**src/flags_stack_regs.svh**
```systemverilog
/*
 * constants for the chained flag and call stack block.
 * assumes inclusion by bare name from the design files.
 */
`ifndef FLAGS_STACK_REGS_SVH
`define FLAGS_STACK_REGS_SVH
`define STACK_DEPTH 30
`define ADDR_WIDTH 12
`define DATA_WIDTH 8
`define INSTR_CYCLES 2
`define RESET_HOLD 4
`endif

```
**src/flags_stack_pkg.sv**
```systemverilog
/*
 * types for the chained flag and call stack block.
 * assumes nothing of its surroundings.
 */
package flags_stack_pkg;
	typedef enum logic [3:0]
	{
		OP_NONE,
		OP_ADD,
		OP_ADD_WITH_CARRY,
		OP_SUB,
		OP_SUBTRACT_WITH_BORROW,
		OP_COMPARE,
		OP_CHAINED_COMPARE,
		OP_TEST,
		OP_CHAINED_BIT_TEST
	} alu_op_e;
	typedef enum logic [1:0]
	{
		STK_NONE,
		STK_CALL,
		STK_RETURN
	} stack_op_e;
endpackage

```
**src/chained_flags_and_call_stack.sv**
```systemverilog
/*
 * carry and zero flag unit for chained multi-byte arithmetic, compare and
 * test, plus the subroutine return stack with automatic internal reset.
 * assumes the sequencer presents an operation for one cycle at the start of
 * each two-cycle instruction slot; all inputs are on the processor clock.
 */
`timescale 1ns/1ps
`default_nettype none
`include "flags_stack_regs.svh"
module chained_flags_and_call_stack
	import flags_stack_pkg::*;
#(
	parameter int DW = `DATA_WIDTH,
	parameter int AW = `ADDR_WIDTH,
	parameter int DEPTH = `STACK_DEPTH
)
(
	// clock and reset
	input wire logic I_CLK_SYS,
	input wire logic I_RESET_N,
	// alu request
	input wire logic i_op_valid,
	input wire alu_op_e i_alu_op,
	input wire logic [DW-1:0] i_destination_register,
	input wire logic [DW-1:0] i_operand,
	// stack request
	input wire stack_op_e i_stack_op,
	input wire logic [AW-1:0] i_return_addr,
	// results
	output logic [DW-1:0] o_result,
	output logic o_write_result,
	output logic o_carry,
	output logic o_zero,
	output logic o_done,
	output logic [AW-1:0] o_return_addr,
	output logic [$clog2(DEPTH+1)-1:0] o_stack_depth,
	output logic o_internal_reset
);
	localparam int SW = $clog2(DEPTH+1);
	localparam int HW = $clog2(`RESET_HOLD+1);
	// refused at elaboration rather than left to misbehave in simulation
	if (DW < 1 || AW < 1 || DEPTH < 1)
	begin
		$error("widths and stack depth must be positive");
	end

	// =====================================================
	// instruction slot: accept only on phase 0
	logic phase;
	logic busy;
	logic take;
	logic [HW-1:0] hold;
	logic hold_active;
	assign hold_active = (hold != '0);
	assign take = i_op_valid && !phase && !hold_active;
	always_ff @(posedge I_CLK_SYS or negedge I_RESET_N)
	begin
		if (!I_RESET_N)
			phase <= 1'b0;
		else if (hold_active)
			phase <= 1'b0;
		else if (take)
			phase <= 1'b1;
		else
			phase <= 1'b0;
	end
	assign busy = phase;

	// =====================================================
	// return stack
	logic stk_fault;
	logic [AW-1:0] top_addr;
	logic [SW-1:0] depth;
	return_stack #(
		.DEPTH(DEPTH),
		.AW(AW)
	) u_stack (
		.clk(I_CLK_SYS),
		.rst_n(I_RESET_N),
		.sync_clear(hold_active),
		.push(take && i_stack_op == STK_CALL),
		.pop(take && i_stack_op == STK_RETURN),
		.push_addr(i_return_addr),
		.top_addr(top_addr),
		.depth(depth),
		.fault(stk_fault)
	);

	// internal reset held a few cycles after a stack fault
	always_ff @(posedge I_CLK_SYS or negedge I_RESET_N)
	begin
		if (!I_RESET_N)
			hold <= '0;
		else if (stk_fault)
			hold <= HW'(`RESET_HOLD);
		else if (hold_active)
			hold <= hold - HW'(1);
	end
	always_ff @(posedge I_CLK_SYS or negedge I_RESET_N)
	begin
		if (!I_RESET_N)
			o_internal_reset <= 1'b0;
		else
			o_internal_reset <= stk_fault || (hold > HW'(1));
	end
	always_ff @(posedge I_CLK_SYS or negedge I_RESET_N)
	begin
		if (!I_RESET_N)
		begin
			o_return_addr <= '0;
			o_stack_depth <= '0;
		end
		else
		begin
			o_return_addr <= top_addr;
			o_stack_depth <= depth;
		end
	end

	// =====================================================
	// flag computation
	logic [DW:0] sum;
	logic [DW-1:0] land;
	logic parity;
	logic next_carry;
	logic next_zero;
	logic writes;
	always_comb
	begin
		sum = '0;
		land = i_destination_register & i_operand;
		parity = ^land;
		next_carry = o_carry;
		next_zero = o_zero;
		writes = 1'b0;
		case (i_alu_op)
			OP_ADD:
			begin
				sum = {1'b0, i_destination_register} + {1'b0, i_operand};
				next_carry = sum[DW];
				next_zero = (sum[DW-1:0] == '0);
				writes = 1'b1;
			end
			OP_ADD_WITH_CARRY:
			begin
				sum = {1'b0, i_destination_register} + {1'b0, i_operand}
					+ {{DW{1'b0}}, o_carry};
				next_carry = sum[DW];
				next_zero = (sum[DW-1:0] == '0) && o_zero;
				writes = 1'b1;
			end
			OP_SUB, OP_COMPARE:
			begin
				sum = {1'b0, i_destination_register} - {1'b0, i_operand};
				next_carry = sum[DW];
				next_zero = (sum[DW-1:0] == '0);
				writes = (i_alu_op == OP_SUB);
			end
			OP_SUBTRACT_WITH_BORROW, OP_CHAINED_COMPARE:
			begin
				sum = {1'b0, i_destination_register} - {1'b0, i_operand}
					- {{DW{1'b0}}, o_carry};
				next_carry = sum[DW];
				next_zero = (sum[DW-1:0] == '0) && o_zero;
				writes = (i_alu_op == OP_SUBTRACT_WITH_BORROW);
			end
			OP_TEST:
			begin
				next_carry = parity;
				next_zero = (land == '0);
			end
			OP_CHAINED_BIT_TEST:
			begin
				next_carry = parity ^ o_carry;
				next_zero = (land == '0) && o_zero;
			end
			default:
			begin
				writes = 1'b0;
			end
		endcase
	end

	always_ff @(posedge I_CLK_SYS or negedge I_RESET_N)
	begin
		if (!I_RESET_N)
		begin
			o_carry <= 1'b0;
			o_zero <= 1'b0;
		end
		else if (hold_active || stk_fault)
		begin
			o_carry <= 1'b0;
			o_zero <= 1'b0;
		end
		else if (take)
		begin
			o_carry <= next_carry;
			o_zero <= next_zero;
		end
	end

	always_ff @(posedge I_CLK_SYS or negedge I_RESET_N)
	begin
		if (!I_RESET_N)
		begin
			o_result <= '0;
			o_write_result <= 1'b0;
		end
		else
		begin
			o_write_result <= take && writes && !stk_fault;
			if (take)
				o_result <= sum[DW-1:0];
		end
	end

	// done one cycle after busy, two cycles after take: two-cycle slot
	always_ff @(posedge I_CLK_SYS or negedge I_RESET_N)
	begin
		if (!I_RESET_N)
			o_done <= 1'b0;
		else
			o_done <= busy && !hold_active;
	end

	// =====================================================
	// checks
	AST_DEPTH_LIMIT: assert property (@(posedge I_CLK_SYS) disable iff (!I_RESET_N)
		depth <= SW'(DEPTH))
		else $error("stack depth above limit");
	AST_OVERFLOW_RESET: assert property (@(posedge I_CLK_SYS) disable iff (!I_RESET_N)
		take && i_stack_op == STK_CALL && depth == SW'(DEPTH) |=> o_internal_reset && depth == '0)
		else $error("overflow did not reset");
	AST_UNDERFLOW_RESET: assert property (@(posedge I_CLK_SYS) disable iff (!I_RESET_N)
		take && i_stack_op == STK_RETURN && depth == '0 |=> o_internal_reset)
		else $error("underflow did not reset");
	AST_SUB_BORROW: assert property (@(posedge I_CLK_SYS) disable iff (!I_RESET_N)
		take && !stk_fault && i_alu_op == OP_SUB |=>
		o_carry == ($past(i_destination_register) < $past(i_operand)))
		else $error("subtract carry wrong");
	AST_SUBTRACT_WITH_BORROW_VALUE: assert property (@(posedge I_CLK_SYS) disable iff (!I_RESET_N)
		take && !stk_fault && i_alu_op == OP_SUBTRACT_WITH_BORROW |=>
		o_result == DW'($past(i_destination_register) - $past(i_operand) - $past(o_carry)))
		else $error("chained subtract value wrong");
	AST_CHAIN_ZERO: assert property (@(posedge I_CLK_SYS) disable iff (!I_RESET_N)
		take && !stk_fault && i_alu_op == OP_SUBTRACT_WITH_BORROW && !o_zero |=> !o_zero)
		else $error("chained zero set without prior zero");
	AST_WRAP_CARRY: assert property (@(posedge I_CLK_SYS) disable iff (!I_RESET_N)
		take && !stk_fault && i_alu_op == OP_SUBTRACT_WITH_BORROW && o_carry
		&& i_destination_register == '0 && i_operand == '0 |=> o_carry && o_result == '1)
		else $error("wrap did not set carry");
	AST_ADD_WITH_CARRY_ZERO: assert property (@(posedge I_CLK_SYS) disable iff (!I_RESET_N)
		take && !stk_fault && i_alu_op == OP_ADD_WITH_CARRY && !o_zero |=> !o_zero)
		else $error("chained add zero wrong");
	AST_CMPCY_FLAGS: assert property (@(posedge I_CLK_SYS) disable iff (!I_RESET_N)
		take && !stk_fault && i_alu_op == OP_CHAINED_COMPARE |=>
		o_zero == ($past(o_zero) && $past(i_destination_register) == $past(i_operand)))
		else $error("chained compare zero wrong");
	AST_TWO_CYCLES: assert property (@(posedge I_CLK_SYS) disable iff (!I_RESET_N)
		take && !stk_fault |=> busy ##1 (o_done && !busy))
		else $error("instruction not two cycles");
	AST_PLAIN_ZERO: assert property (@(posedge I_CLK_SYS) disable iff (!I_RESET_N)
		take && !stk_fault && i_alu_op == OP_ADD |=>
		o_zero == (DW'($past(i_destination_register) + $past(i_operand)) == '0))
		else $error("plain add zero wrong");
endmodule
`default_nettype wire

```
**src/return_stack.sv**
```systemverilog
/*
 * return address stack with nesting depth and fault detection.
 * assumes push and pop are single-cycle strobes from the sequencer.
 */
`timescale 1ns/1ps
`default_nettype none
`include "flags_stack_regs.svh"
module return_stack #(
	parameter int DEPTH = `STACK_DEPTH,
	parameter int AW = `ADDR_WIDTH
)
(
	// clock and reset
	input wire logic clk,
	input wire logic rst_n,
	input wire logic sync_clear,
	// requests
	input wire logic push,
	input wire logic pop,
	input wire logic [AW-1:0] push_addr,
	// results
	output logic [AW-1:0] top_addr,
	output logic [$clog2(DEPTH+1)-1:0] depth,
	output logic fault
);
	localparam int DW = $clog2(DEPTH+1);
	logic [AW-1:0] mem [DEPTH];
	// refused at elaboration: an empty stack could never hold a return address
	if (DEPTH < 1 || AW < 1)
	begin
		$error("stack depth and address width must be at least one");
	end
	// =====================================================
	// depth and fault
	assign fault = (push && depth == DW'(DEPTH)) || (pop && depth == '0);
	always_ff @(posedge clk or negedge rst_n)
	begin
		if (!rst_n)
			depth <= '0;
		else if (sync_clear || fault)
			depth <= '0;
		else if (push)
			depth <= depth + DW'(1);
		else if (pop)
			depth <= depth - DW'(1);
	end
	// =====================================================
	// storage; no reset needed, depth guards every read
	always_ff @(posedge clk)
	begin
		if (push && !fault && !sync_clear)
			mem[depth[DW-1:0]] <= push_addr;
	end
	assign top_addr = (depth == '0) ? '0 : mem[depth - DW'(1)];
endmodule
`default_nettype wire

```
**config.mk**
```make
export PLATFORM = sky130hd
export DESIGN_NAME = chained_flags_and_call_stack
export DESIGN_NICKNAME = d
export VERILOG_FILES = /design/src/flags_stack_pkg.sv /design/src/chained_flags_and_call_stack.sv /design/src/return_stack.sv
export VERILOG_INCLUDE_DIRS = /design/src /design/src/src
export SDC_FILE = /design/constraint.sdc
export NUM_CORES = 1
export LEC_CHECK = 0
export ABC_AREA = 1
export BUFFER_PORTS_ARGS = -buffer_cell sky130_fd_sc_hd__buf_4
export CAP_MARGIN = 20
export CORE_MARGIN = 2
export CORE_UTILIZATION = 41
export DETAILED_ROUTE_END_ITERATION = 8
export PLACE_DENSITY = 0.59
export SLEW_MARGIN = 20
export SYNTH_ARGS = -nofsm -noshare
export SYNTH_HDL_FRONTEND = slang
export SYNTH_HIERARCHICAL = 1
export SYNTH_SLANG_ARGS = --single-unit
```
**constraint.sdc**
```tcl
create_clock -name I_CLK_SYS -period 5.25 [get_ports I_CLK_SYS]
set_clock_uncertainty 0.1 [all_clocks]
set_input_delay 1.05 -clock I_CLK_SYS [delete_from_list [all_inputs] [get_ports I_CLK_SYS]]
set_output_delay 1.05 -clock I_CLK_SYS [all_outputs]
set_load 0.02 [all_outputs]
```
==> summary.md <==
| Metric | Value |
|---|---|
| Ys Warns | 6 |
| Worst skew pair latency | ~530 ps |
| Switch share | 25.56% |
| Post-Syn Nets | 1820 |
| Synth top area cells | edfxtp_1, nand2_1, nand3_1 |
| CTS Sinks | ~400 |
| GRT met3 Usage | approximately 3.1% |
| Post-route ant nets | 0 |
| Root Driver | clkbuf_16 |
| Power per cell area | approximately 360 nW/um2 |
| Design area | 20440 um2 |
| Worst R2R Setup Slack | 1300 ps |
| TritonCTS buffer count | 42 |
| Vias in the first global route | approximately 12000 |
| Drt drc | 0 |
| Worst r2r src | hold[1] |
| First-pass GRT wire length | 74.13 mm |
| Critical Path End Type | flop |
| Asr flop ratio synth | 9.774% |
| Cells after Synth | 1751 |
| Yosys reg bits | 399 |
| Met1 usage | 30.34% |
| Most used DFF post-synth | edfxtp_1 |
| Initial DRC Count | 1425 |
| Setup TNS | 0 ps |
| Max H-tree Level | 2 |
| Grt ovf | 0 |
| Maximum number of pins on one net before global-route repair | 102 |
| Worst path required time | 5310 ps |
| DR vias/cell | ~5.4 |
| Net Sw Power | 1.872 mW |
| Commonest non-fill, non-tap cell in the layout | nand2_1 |
| Yosys top cell area share | 59.31% |
| Initial Util | between 40% and 50% |
| Netlist cell types | 43 |
| Clock transition at path regs | 60 ps |
| Pint | ~5.5 mW |
| Worst Max-Slew Pin Slew | 1119 ps |
| Min-Delay Path Class | flop to flop |
| Pre-antenna DRT Iters | 6 |
| Most frequent cells in the layout | nand2_1, edfxtp_1, nand3_1 |
| Area after DPL | 19130 um2 |
| Routability Congestion | 0.9017 |
| Post-CTS Setup Bufs | 0 |
| Inst Count DP | around 2300 |
| Cell area after synthesis | ~18000 um2 |
| Leak | between 7 and 8 nW |
| Post-route insts no fill | 2415 |
| FF+latch area | 11790 um2 |
| Endpoint, Worst Hold | o_done |
| Max Freq | 253.1 MHz |
| Comb pwr share | 12.8% |
| Post-CTS resize count | 0 |
| Critical Path Max Stage Delay | 890 ps |
| Worst Hold Path Cells | 2 |
| Worst vdd ir | 0.2661 mV |
| CORE AREA | between 40000 and 50000 um2 |
| Status | finished clean |
| Nets@finish | 1858 |
| Worst path slowest cell | nor2_1 |
| RSZ-0062 raised after global routing | no |
| Seq pwr share | 48.6% |
| Top Usage Layer GRT | met2 |
| Die X | 214.9 um |
| WP data arrival | 4010 ps |
| Hold WS | 402.7 ps |
| Slew headroom | 25.00% |
| Post-synth top area cell | edfxtp_1 |
| Period utilization | 75.27% |
| DP HPWL | 30.47 mm |
| Worst R2R End | u_stack/mem[0][8] |
| Endpoints failing setup | 0 |
| WL/cell | between 20 and 25 um |
| Port Buffers | between 60 and 70 |
| Fin. max-slew vios | 0 |
| Final-layout fill cell count | 4116 |
| Total die area | between 40000 and 50000 um2 |
| Reg2Reg Depth | 14 |
| CP max FO | 23 |
| Min Tclk post-route | 3952 ps |
| Post-synth EDFFs | 360 |
| Total Wirelength | between 40 and 50 mm |
| Area Overhead vs Synth | 12.15% |
| GRT Resource Usage Total | a little over a fifth |
| Die outline height | approximately 210 um |
| Sequential-to-total area share from yosys stat | ~65% |
| Clock Power Share | 38.6% |
| Initial antenna violation count | 0 |
| Max-cap violation count | 0 |
| Synthesized area per cell | 10.41 um2 |
| Cts hold-fix bufs | 0 |
| Row cnt | a little under 80 |
| CTS tree | built |
| WS Path Type | flop to flop |
| Crit path cell chain | inv_1, ha_1, nand2_1, inv_1, nand3_1, nor3_1, buf_4, nand2_2, inv_1, nand2_1, o21ai_2, nor2_4, nand2_4, nor2_1 |
| Via count | between 10000 and 15000 |
| Setup crit start kind | flop |
| I/O Pins | 67 |
| Final hold violations | 0 |
| Met2 Resource Use GR | around a third |
| Worst path most repeated cell | inv_1 |
| Area occupied by multi-input gates | 5548 um2 |
| Max clock buf depth | 3 |
| Share of cells above drive strength 1 | 11.31% |
| Hold_sp | busy |
logic make-up (layout without fill, tap and decap cells):
family | after synthesis | in the layout | share of synthesized area [%]
AND/OR/NAND/NOR | 1028 | 1028 | 24.83
flip-flops | 399 | 399 | 64.66
buffers and inverters | 207 | 278 | 5.409
AO/OA/AOI/OAI | 79 | 79 | 2.533
adder cells (fa/ha/maj) | 32 | 32 | 2.279
XOR/XNOR | 6 | 6 | 0.2883
other | 0 | 1 | 0
worst max-delay path: cells and delay by family (launching register included):
family / cells / cell delay, ps
DFF: 1 / 350
adders and majority gates: 1 / 180
buffers and inverters: 4 / 430
and+or+nand+nor: 8 / 2390
AOI/OAI and AO/OA: 1 / 110
synth_stat cells (2+ instances only):
master      n
buf_2      43
nand3_2     4
nand2_2    15
nand4_1     5
ha_1       30
inv_1     109
o211ai_1    2
nor2_2      4
o21ai_1     2
o22ai_1     9
edfxtp_1  360
a21oi_4     2
buf_1      11
a21oi_1    26
nor2_1     83
nand2_1   522
inv_2      12
fa_1        2
buf_4       4
dfrtp_1    39
xnor2_1     5
buf_6      18
a211oi_1    3
nor3_1     26
nor2_4      2
clkbuf_1    8
nand3_1   350
nor3_2     12
o21ai_0    29
sequential cells by signal, summed over array words and instances, names as in the netlist:
signal	cells
busy	1
hold	3
o_carry	1
o_done	1
o_internal_reset	1
o_result	8
o_return_addr	12
o_stack_depth	5
o_write_result	1
o_zero	1
u_stack/depth	5
u_stack/mem	360
through the flow:
stage	setup WS, ps	total power, mW	util (%)
after detailed placement	1107	4.552	43.46
after CTS	1331	7.373	46.42
after global placement	1159	4.543	43.46
after floorplan	1474	4.203	-
after global routing	1015	7.593	46.42
final	1298	7.324	46.43
final cells by class:
cell class	count	share of cell area, %
repair buffers	78	2.864
multi-input cells	1145	27.14
clock buffers	57	5.521
clock inverters	20	0.8691
inverters	123	2.295
flip-flops and latches	399	57.68
well taps	592	3.623
diodes	1	0.01224
power by group through the flow:
stage	Combinational [mW]	Clock (mW)	Sequential, mW
after CTS	0.935	2.88	3.56
final	0.939	2.83	3.56
after global routing	1.03	3.00	3.56
after global placement	0.923	0	3.62
after floorplan	0.543	0	3.66
after detailed placement	0.931	0	3.62
layer usage:
layer | wire [um] | vias up
li1 | - | 6077
met1 | 21260 | 6223
met2 | 23260 | 555
met3 | 3976 | 73
met4 | 1118 | 0
met5 | 0 | -
worst max path at each step:
| stage | startpoint | end |
|---|---|---|
| after floorplan | i_op_valid | u_stack/mem[5][0] |
| final | hold[1] | u_stack/mem[0][8] |
| after CTS | hold[1] | u_stack/mem[15][11] |
| after detailed placement | i_op_valid | u_stack/mem[0][5] |
| after global placement | i_op_valid | u_stack/mem[15][10] |
| after global routing | hold[1] | u_stack/mem[0][11] |
Note: power is estimated with default switching activity, not from simulation.
